==> src/design/dee_consts.svh <==
// constants for the data nonvolatile memory access block
// Summary of operation
// - array mapped from word address 7FFE00h upward
// - array holds exactly 256 words
// - each location one addressable 16-bit word
// - any word readable and writable during run
// - core never stalled during program or erase
// - control, key and address registers govern cycles
// - bit 15 busy during cycle; software polls
// - key 55h then AAh unlocks control write
// - unlock lasts one instruction cycle only
// - key register write only, reads zero
// - upper byte start/flag, lower byte operation
`ifndef DEE_CONSTS_SVH
`define DEE_CONSTS_SVH
`define DEE_BASE_ADDR    24'h7FFE00
`define DEE_WORDS        256
`define DEE_ADDR_W       8
`define DEE_DATA_W       16
`define DEE_KEY_FIRST    8'h55
`define DEE_KEY_SECOND   8'hAA
`define DEE_REG_CONTROL  4'h0
`define DEE_REG_KEY      4'h1
`define DEE_REG_ADDR     4'h2
`define DEE_REG_DATA     4'h3
`define DEE_BIT_START    15
`define DEE_BIT_ERROR    13
`define DEE_BIT_ENABLE   14
`define DEE_OP_LSB       0
`define DEE_OP_W         6
`define DEE_OP_WRITE     6'h04
`define DEE_OP_ERASE     6'h18
`define DEE_CTRL_RESET   16'h0000
`define DEE_ERASED       16'hFFFF
`define DEE_PROG_NS      40000
`define DEE_CLK_NS       10
`endif

==> src/design/dee_pkg.sv <==
// types for the data nonvolatile memory access block
package dee_pkg;
	typedef struct packed {
		logic        wr;
		logic        rd;
		logic [3:0]  sel;
		logic [15:0] wdata;
	} dee_reg_req_t;
	typedef struct packed {
		logic        rd;
		logic [23:0] addr;
	} dee_mem_req_t;
	typedef enum logic [1:0] {dee_idle, dee_busy, dee_done} dee_state_t;
endpackage

==> src/design/dee_unlock.sv <==
// key sequence tracker giving a one-cycle control write window
`include "dee_consts.svh"
module dee_unlock (
	input  wire logic       clock,
	input  wire logic       rst,
	input  wire logic       key_wr,
	input  wire logic [7:0] key_data,
	input  wire logic       any_wr,
	output logic            window
);
	logic got_first;
	wire  is_first  = key_wr && key_data == `DEE_KEY_FIRST;
	wire  is_second = key_wr && key_data == `DEE_KEY_SECOND && got_first;
	always_ff @(posedge clock) begin
		if (rst) begin
			got_first <= 1'b0;
			window    <= 1'b0;
		end else begin
			got_first <= is_first;
			window    <= is_second && any_wr;
		end
	end
endmodule

==> src/design/dee_top.sv <==
// data nonvolatile memory array with control, key and address registers
`include "dee_consts.svh"
module dee_top #(
	parameter int PROG_CYCLES =
		(`DEE_PROG_NS + `DEE_CLK_NS - 1) / `DEE_CLK_NS
) (
	input  wire logic                clock,
	input  wire logic                rst,
	input  wire dee_pkg::dee_reg_req_t reg_req,
	output logic [15:0]              reg_rdata,
	input  wire dee_pkg::dee_mem_req_t mem_req,
	output logic [15:0]              mem_rdata,
	output logic                     mem_hit,
	output logic                     busy
);
	import dee_pkg::*;

	// storage words, left unknown by reset
	logic [`DEE_DATA_W-1:0] array [`DEE_WORDS];

	// software visible registers
	logic [`DEE_DATA_W-1:0] nvm_control_reg;
	logic [`DEE_ADDR_W-1:0] nvm_target_address_reg;
	logic [`DEE_DATA_W-1:0] latch_data;

	// cycle sequencer
	dee_state_t             state;
	dee_state_t             next_state;
	logic [31:0]            cnt;
	logic [31:0]            next_cnt;
	logic                   next_busy;
	logic                   window;

	// read and control paths
	logic [`DEE_DATA_W-1:0] next_rdata;
	logic [`DEE_DATA_W-1:0] next_control;

	// register select decode
	wire sel_ctl = reg_req.sel == `DEE_REG_CONTROL;
	wire sel_key = reg_req.sel == `DEE_REG_KEY;
	wire sel_adr = reg_req.sel == `DEE_REG_ADDR;
	wire sel_dat = reg_req.sel == `DEE_REG_DATA;

	// sequencer state decode
	wire is_idle = state == dee_idle;
	wire is_busy = state == dee_busy;
	wire is_done = state == dee_done;

	// write strobes; address and data frozen while a cycle runs
	wire key_wr = reg_req.wr && sel_key;
	wire adr_wr = reg_req.wr && sel_adr && is_idle;
	wire dat_wr = reg_req.wr && sel_dat && is_idle;

	// control accepted only in the unlock window and while idle
	wire ctl_wr = reg_req.wr && sel_ctl && window && is_idle;
	wire start  = ctl_wr && reg_req.wdata[`DEE_BIT_START];

	// operation select in the lower byte
	wire [`DEE_OP_W-1:0] op;
	assign op = nvm_control_reg[`DEE_OP_LSB +: `DEE_OP_W];
	wire op_write = op == `DEE_OP_WRITE;
	wire op_erase = op == `DEE_OP_ERASE;
	wire op_ok    = op_write || op_erase;

	// cycle length
	wire last_cnt = cnt == 32'(PROG_CYCLES - 1);
	wire finish   = is_busy && last_cnt;

	// array write path
	wire                   arr_we   = finish && op_ok;
	wire [`DEE_DATA_W-1:0] arr_wdat = op_write ? latch_data : `DEE_ERASED;

	// array read path, low address bits index the word
	wire in_range = mem_req.addr >= `DEE_BASE_ADDR;
	wire mem_rd   = mem_req.rd && in_range;
	wire [`DEE_ADDR_W-1:0] mem_idx = mem_req.addr[`DEE_ADDR_W-1:0];
	wire [`DEE_DATA_W-1:0] next_mem_rdata = mem_rd ? array[mem_idx] : '0;
	wire [`DEE_DATA_W-1:0] next_reg_rdata = reg_req.rd ? next_rdata : '0;

	// register read select
	always_comb begin
		if (sel_ctl)
			next_rdata = nvm_control_reg;
		else if (sel_adr)
			next_rdata = {{(`DEE_DATA_W-`DEE_ADDR_W){1'b0}},
				nvm_target_address_reg};
		else if (sel_dat)
			next_rdata = latch_data;
		else
			next_rdata = '0;
	end

	// sequencer next state
	always_comb begin
		next_state = state;
		next_cnt   = cnt;
		next_busy  = busy;
		case (state)
			dee_idle: begin
				if (start) begin
					next_state = dee_busy;
					next_cnt   = '0;
					next_busy  = 1'b1;
				end
			end
			dee_busy: begin
				next_cnt = cnt + 32'h1;
				if (last_cnt)
					next_state = dee_done;
			end
			default: begin
				next_state = dee_idle;
				next_busy  = 1'b0;
			end
		endcase
	end

	// control word: hardware clears start and logs the result
	always_comb begin
		next_control = nvm_control_reg;
		if (ctl_wr)
			next_control = reg_req.wdata;
		else if (is_done) begin
			next_control[`DEE_BIT_START] = 1'b0;
			next_control[`DEE_BIT_ERROR] = !op_ok;
		end
	end

	// key pair tracker
	dee_unlock dee_unlock_i (
		.clock    (clock),
		.rst      (rst),
		.key_wr   (key_wr),
		.key_data (reg_req.wdata[7:0]),
		.any_wr   (reg_req.wr),
		.window   (window)
	);

	// sequencer state
	always_ff @(posedge clock) begin
		if (rst)
			state <= dee_idle;
		else
			state <= next_state;
	end

	// cycle counter
	always_ff @(posedge clock) begin
		if (rst)
			cnt <= '0;
		else
			cnt <= next_cnt;
	end

	// busy flag, mirrors the start bit
	always_ff @(posedge clock) begin
		if (rst)
			busy <= 1'b0;
		else
			busy <= next_busy;
	end

	// control register
	always_ff @(posedge clock) begin
		if (rst)
			nvm_control_reg <= `DEE_CTRL_RESET;
		else
			nvm_control_reg <= next_control;
	end

	// target address register
	always_ff @(posedge clock) begin
		if (rst)
			nvm_target_address_reg <= '0;
		else if (adr_wr)
			nvm_target_address_reg <= reg_req.wdata[`DEE_ADDR_W-1:0];
	end

	// write data latch
	always_ff @(posedge clock) begin
		if (rst)
			latch_data <= '0;
		else if (dat_wr)
			latch_data <= reg_req.wdata;
	end

	// array update at the end of a cycle
	always_ff @(posedge clock) begin
		if (arr_we)
			array[nvm_target_address_reg] <= arr_wdat;
	end

	// register read data
	always_ff @(posedge clock) begin
		if (rst)
			reg_rdata <= '0;
		else
			reg_rdata <= next_reg_rdata;
	end

	// array read data
	always_ff @(posedge clock) begin
		if (rst)
			mem_rdata <= '0;
		else
			mem_rdata <= next_mem_rdata;
	end

	// array hit flag
	always_ff @(posedge clock) begin
		if (rst)
			mem_hit <= 1'b0;
		else
			mem_hit <= mem_rd;
	end

endmodule

==> config.mk <==
export PLATFORM = sky130hd
export DESIGN_NAME = dee_top
export DESIGN_NICKNAME = d
export VERILOG_FILES = /design/src/design/dee_pkg.sv /design/src/design/dee_unlock.sv /design/src/design/dee_top.sv
export VERILOG_INCLUDE_DIRS = /design/src /design/src/design
export SDC_FILE = /design/constraint.sdc
export NUM_CORES = 2
export LEC_CHECK = 0
export BUFFER_PORTS_ARGS = -buffer_cell sky130_fd_sc_hd__buf_2
export CORE_ASPECT_RATIO = 0.7
export CORE_MARGIN = 1
export CORE_UTILIZATION = 30
export DETAILED_ROUTE_END_ITERATION = 10
export GPL_TIMING_DRIVEN = 1
export HOLD_SLACK_MARGIN = 0.05
export SETUP_SLACK_MARGIN = 0.3
export SYNTH_ARGS = -nofsm -noshare
export SYNTH_HDL_FRONTEND = slang
export SYNTH_SLANG_ARGS = --single-unit
==> constraint.sdc <==
create_clock -name clock -period 4.7 [get_ports clock]
set_input_delay 0.47 -clock clock [delete_from_list [all_inputs] [get_ports clock]]
set_output_delay 0.47 -clock clock [all_outputs]
set_load 0.05 [all_outputs]
## Word-level counts from Yosys, hierarchy flattened

Memories as Yosys holds them, arrays and structs flattened. A register that Yosys moved wholly into a read port is not among the register bits.
Index checks and enable logic that the tools add are counted.

| word-level totals | value |
|---|---|
| memories kept | 1 |
| logic and storage cells | 73 |
| flip-flop bits (word level) | 94 |
| input port bits | 49 |
| output and inout port bits | 34 |
| RAM bits | 4096 |

Memories:

| name | depth | width | read ports | clocked after memory_dff | wr ports | RTL line | source |
|---|---|---|---|---|---|---|---|
| array | 256 | 16 | 1 | 1 | 1 | dee_top.sv:19 | `` logic [`DEE_DATA_W-1:0] array [`DEE_WORDS]; `` |

| operators by class | value |
|---|---|
| bitwise logic cells | 3 |
| $lt $le $gt $ge | 1 |
| reductions and logical operators | 27 |
| multiplexer cells | 17 |
| equal/unequal tests | 12 |
| add/subtract/negate cells | 1 |

Operators with widths:

| cell | number |
|---|---|
| 16-bit 2-to-1 mux | 4 |
| 32-bit one-hot mux with 2 select lines | 1 |
| 32-bit by 1-bit adder with 32-bit output, second input constant | 1 |
| 32-bit by 12-bit == test with 1-bit output, second input constant | 1 |
| 32-bit 2-to-1 mux | 1 |
| 24-bit by 23-bit greater-or-equal comparator with 1-bit output, second input constant | 1 |
| 1-bit logical AND | 16 |
| 4-bit by 2-bit == test with 1-bit output, second input constant | 2 |
| 8-bit by 7-bit == test with 1-bit output, second input constant | 1 |
| 8-bit == test, second input constant | 1 |
| 1-bit 2-to-1 mux | 7 |
| 6-bit by 3-bit == test with 1-bit output, second input constant | 1 |
| 6-bit by 5-bit == test with 1-bit output, second input constant | 1 |
| 2-bit AND reduction | 3 |
| 4-bit by 1-bit == test with 1-bit output, second input constant | 1 |
| 4-bit zero test | 1 |
| 2-bit 2-to-1 mux | 2 |
| 2-bit by 1-bit != test with 1-bit output, second input constant | 2 |
| 2-bit one-hot mux with 2 select lines | 1 |
| 2-bit nonzero test | 2 |
| 2-bit OR reduction | 2 |
| 1-bit inverter | 3 |
| 2-bit by 1-bit == test with 1-bit output, second input constant | 1 |
| 2-bit == test, second input constant | 1 |
| other kinds (4) | 4 |

## Depth between registers and ports, before layout

| logic depth | value |
|---|---|
| depth after elaboration | 7 |
| mapped depth | 13 |
| gate-level depth less buffers | 8 |

## Modules after synthesis

Synthesis repeated with hierarchy kept, for this count alone.

| second synthesis, totals | value |
|---|---|
| cells, all modules | 8009 |
| area, all modules | 162484.6 um2 |

By module, submodules not included:

| module | area an instance (um2) | instances | cells an instance | sequential area each (um2) |
|---|---|---|---|---|
| dee_top | 162373.2 | 1 | 8000 | 125160.0 |
| dee_unlock | 111.4 | 1 | 9 | 40.0 |

## Worst setup path before layout

OpenSTA, ideal clock, no wires.

| timing path | value |
|---|---|
| kind | flip-flop to flip-flop |
| from | register nvm_control_reg[2] |
| to | memory array[0][10] in the netlist's numbering (data pin) |
| clock period less this slack | 3111 ps |
| cell stages (with the launch flop) | 5 |
| arrival | 2556 ps |
| setup slack | 1589 ps |
| buffers on the path | 1 |
| library setup time | 555 ps |
| required time | 4145 ps |
| cell sequence | dfxtp_1 nor3b_1 nand2_1 clkbuf_1 or2_2 |

| between the ends | value |
|---|---|
| cells in the longest elaborated chain, start to end | 2 |

RTL lines:

| item | RTL line | source |
|---|---|---|
| from (decl) | dee_top.sv:22 | `` logic [`DEE_DATA_W-1:0] nvm_control_reg; `` |
| from (signal assigned) | dee_top.sv:166 | `` nvm_control_reg <= `DEE_CTRL_RESET; `` |
| from (signal assigned) | dee_top.sv:168 | `nvm_control_reg <= next_control;` |
| 6-bit by 3-bit == test with 1-bit output (no line) | -- |  |
| 16-bit 2-to-1 mux (no line) | -- |  |
| net arr_wdat[10] | dee_top.sv:71 | `` wire [`DEE_DATA_W-1:0] arr_wdat = op_write ? latch_data : `DEE_ERASED; `` |
| to (decl) | dee_top.sv:19 |  |

The timed path passes the listed nets, and every way through them passes these cells.

## Final worst setup path

| timing path | value |
|---|---|
| from | register cnt[0] |
| to | memory array[213][12] in the netlist's numbering (enable) |

| between the ends | value |
|---|---|
| cells in the longest elaborated chain, start to end | 5 |

RTL lines:

| item | RTL line | source |
|---|---|---|
| from (decl) | dee_top.sv:29 | `logic [31:0] cnt;` |
| from (signal assigned) | dee_top.sv:152 | `cnt <= next_cnt;` |
| 32-bit by 12-bit == test with 1-bit output | dee_top.sv:66 | `wire last_cnt = cnt == 32'(PROG_CYCLES - 1);` |
| 1-bit logical AND | dee_top.sv:67 | `wire finish = is_busy && last_cnt;` |
| 1-bit logical AND | dee_top.sv:70 | `wire arr_we = finish && op_ok;` |
| 1-bit 2-to-1 mux | dee_top.sv:189 | `if (arr_we)` |
| 1-bit 2-to-1 mux (implied by the code) | dee_top.sv:190 | `array[nvm_target_address_reg] <= arr_wdat;` |

No other way between the ends.

==> flow_summary_export.csv <==
group,metric,value,unit
status,status,"finished, violations left",
status,violations,"capacitance limit, slew limit",
run,max_cap_viol_count,2,
detailed_routing,vias,87560,
logic_synthesis,most_frequent_cell_after_synthesis,"sky130_fd_sc_hd__edfxtp_1",
detailed_routing,finalWirelength,494.6,mm
logic_synthesis,synth-warning-count,0,
timing,finalHoldWorstSlack,0.1210,ns
floorplanning,initial_utilization,0.3021,
timing,setup_ws,0.6759,ns
power,power_total,0.07473,W
detailed_routing,remaining_drc_errors,0,
setup_path,critical_path.endpoint_type,"flop",
clock_network,cts-buffers-inserted,396,
floorplanning,placement_rows,225,
global_route,grt_pass1_vias,82980,
timing,period_needed,4.024,ns
detailed_routing,viasPerCell,5.420,
setup_path,r2r_slack,0.68,ns
global_route,global_route_wire_length_before_repair,675.3,mm
logic_synthesis,netlist.area_leader.share,0.7565,
clock_network,cts_max_level,5,
timing,layout_worst_path_cycle_share,0.8562,
timing,achievable-frequency,248.5,MHz
global_route,track_usage,0.1753,
clock_network,clkSinkCount,4206,
timing,final-setup-viol-count,0,
final_layout,largest_reg_flops,4096,
final_layout,registers_with_the_highest_flip_flop_counts,"array x4096, cnt x32",
logic_synthesis,yosys.cell_types.count,80,
floorplanning,floorplan.die.width,881.9,um
final_layout,synth_to_layout_area_growth,15.48,%
floorplanning,ioPinCount,83,
placement,dp_hpwl,328.0,mm
placement,gpl_congestion,0.9465,
power,peakVddDrop,0.0003429,V
logic_synthesis,ys.flop_type,"sky130_fd_sc_hd__edfxtp_1",
detailed_routing,drt-wirelength-per-cell,30.62,um
detailed_routing,post_route_ant_nets,0,
logic_synthesis,synthTopCellsByArea,"sky130_fd_sc_hd__edfxtp_1 (76%), sky130_fd_sc_hd__mux4_2 (10%), sky130_fd_sc_hd__mux2i_1 (3.2%)",
setup_path,worstPathRequired,5.34,ns
setup_path,setup.worst_path.start_class,"flop",
global_route,number_of_antenna_violations_at_the_first_check_in_global_routing,49,
final_layout,final_area,187700,um^2
timing,grt_setup_unrepaired,"no",
placement,dp_worst_setup_slack,-0.1036,ns
logic_synthesis,average_instance_area_after_synthesis,20.45,um^2
floorplanning,fp.coreArea,538300,um^2
logic_synthesis,synth_seq_cells,4206,
global_route,grt_max_degree,175,
clock_network,clockRootBuffer,"sky130_fd_sc_hd__clkbuf_16",
timing,report.final.slew_viol_count,4,
timing,setup_tns_after_final_layout,0,ns
logic_synthesis,synth_async_sr_flop_share,0,
floorplanning,dieHeight,617.9,um
clock_network,cts-hold-fix-buffers,22,
setup_path,crit_type,"reg2reg",
final_layout,drive_gt1_frac,0.2378,
timing,relSlewSlack,-0.05053,
placement,buffers_added_on_ports,81,
clock_network,cts_tree,"done",
power,total_leakage_power,70.65,nW
logic_synthesis,synthesis.instances,7950,
timing,worst_slew_pin_slew,1.536,ns
clock_network,cts_repair_resize_count,0,
logic_synthesis,post-synth-top-area-cell,"sky130_fd_sc_hd__edfxtp_1",
logic_synthesis,synth_nets,8000,
setup_path,timing.critical_path.fanout_max,17,
clock_network,clock_latency,0.97,ns
floorplanning,fp.dieArea,545000,um^2
logic_synthesis,synth_seq_area_share,0.7700,
timing,fin_skew,0.09068,ns
hold_path,hp-class,"in2reg",
clock_network,cts_clock_pin_slew_for_the_worst_setup_and_hold_paths,0.06,ns
timing,finalHoldViolations,0,
global_route,global_route.overflow_total,0,
logic_synthesis,synth.cell_area,162600,um^2
clock_network,postCtsSetupBuffers,0,
final_layout,regMostFlops,"array",
setup_path,critPathArrivalTime,4.67,ns
placement,placedInstanceArea,174700,um^2
power,cellPowerDensity,398.0,nW/um^2
logic_synthesis,synth_enable_flop_cells,4096,
clock_network,cts_max_path_buffers,4,
final_layout,design.final.nets,8700,
detailed_routing,drtPass1Iterations,7,
detailed_routing,detail_route.iter0.violations,14170,
logic_synthesis,synthTopCellsByCount,"sky130_fd_sc_hd__edfxtp_1 (4096), sky130_fd_sc_hd__mux4_2 (725), sky130_fd_sc_hd__mux2i_1 (527)",
layout by cell type (no fill, tap or decap), types with 110 or more instances in the layout:
master | netlist | layout
sky130_fd_sc_hd__edfxtp_1 | 4096 | 4096
sky130_fd_sc_hd__mux4_2 | 725 | 725
sky130_fd_sc_hd__buf_4 | 39 | 598
sky130_fd_sc_hd__mux2i_1 | 527 | 527
sky130_fd_sc_hd__nor2_1 | 425 | 424
sky130_fd_sc_hd__clkbuf_16 | 0 | 400
sky130_fd_sc_hd__o22ai_1 | 269 | 269
sky130_fd_sc_hd__nand2_1 | 200 | 199
sky130_fd_sc_hd__o221ai_1 | 157 | 157
sky130_fd_sc_hd__nor3_1 | 160 | 155
sky130_fd_sc_hd__a21oi_1 | 144 | 142
sky130_fd_sc_hd__dfxtp_1 | 110 | 110
logic make-up (layout without fill, tap and decap cells):
| kind of cell | after synthesis | count (layout) | share of synthesized area |
|---|---|---|---|
| buf+inv | 476 | 1506 | 0.01988 |
| mux | 1320 | 1320 | 0.1424 |
| other cells | 0 | 24 | 0 |
| flops | 4206 | 4206 | 0.7700 |
| fa+ha+maj | 1 | 1 | 0.00007694 |
| xor+xnor | 5 | 5 | 0.0002693 |
| compound gates | 811 | 811 | 0.03432 |
| simple gates | 1131 | 1131 | 0.03303 |
critical path, stage by stage (launching register included):
cell	delay (ns)
sky130_fd_sc_hd__dfxtp_1	0.43
sky130_fd_sc_hd__ha_1	0.26
sky130_fd_sc_hd__and3_1	0.23
sky130_fd_sc_hd__nand3_1	0.13
sky130_fd_sc_hd__nor4_1	0.53
sky130_fd_sc_hd__nand2b_1	0.31
sky130_fd_sc_hd__nor3_2	0.40
sky130_fd_sc_hd__nand2_1	0.19
sky130_fd_sc_hd__buf_12	0.21
sky130_fd_sc_hd__nor2_1	0.62
sky130_fd_sc_hd__buf_4	0.34
metal layers:
metal | part of all wire | wire length, um | global-route usage
met3 | 0.15 | 74830 | 0.06752
met5 | 0.000089 | 44 | 0
met1 | 0.41 | 204600 | 0.2608
met4 | 0.031 | 15320 | 0.04864
met2 | 0.40 | 199900 | 0.2360
where the power goes:
group / switching [W] / total, W / internal [W]
Combinational: 0.00156 / 0.00226 / 0.000702
Sequential: 0.0000151 / 0.0405 / 0.0405
Clock: 0.0141 / 0.0320 / 0.0179
path summary, 6_finish.rpt:
kind / from / to / cells after the start
worst max-delay path: cnt[0] / array[213][12] / 10
worst min-delay path: mem_req[23] / mem_hit / 5
worst max register to register: cnt[0] / array[213][12] / 10
worst min register to register: nvm_control_reg[14] / nvm_control_reg[14] / 2
through the flow:
step                      std cells    util
final                         16150  0.3488
after CTS                     16130  0.3486
after floorplan                7950       -
after global routing          16140  0.3487
after detailed placement      15380  0.3245
after global placement        15380  0.3245
final cells by class:
cell class / count / area, um^2
diodes: 24 / 60.06
clock buffers: 500 / 10520
clock inverters: 228 / 2241
fillers: 49610 / 350500
inverters: 10 / 42.54
multi-input cells: 3268 / 34270
flip-flops and latches: 4206 / 125200
well taps: 7150 / 8946
repair buffers: 768 / 6472
No activity file was read; power rests on OpenSTA's default activity.
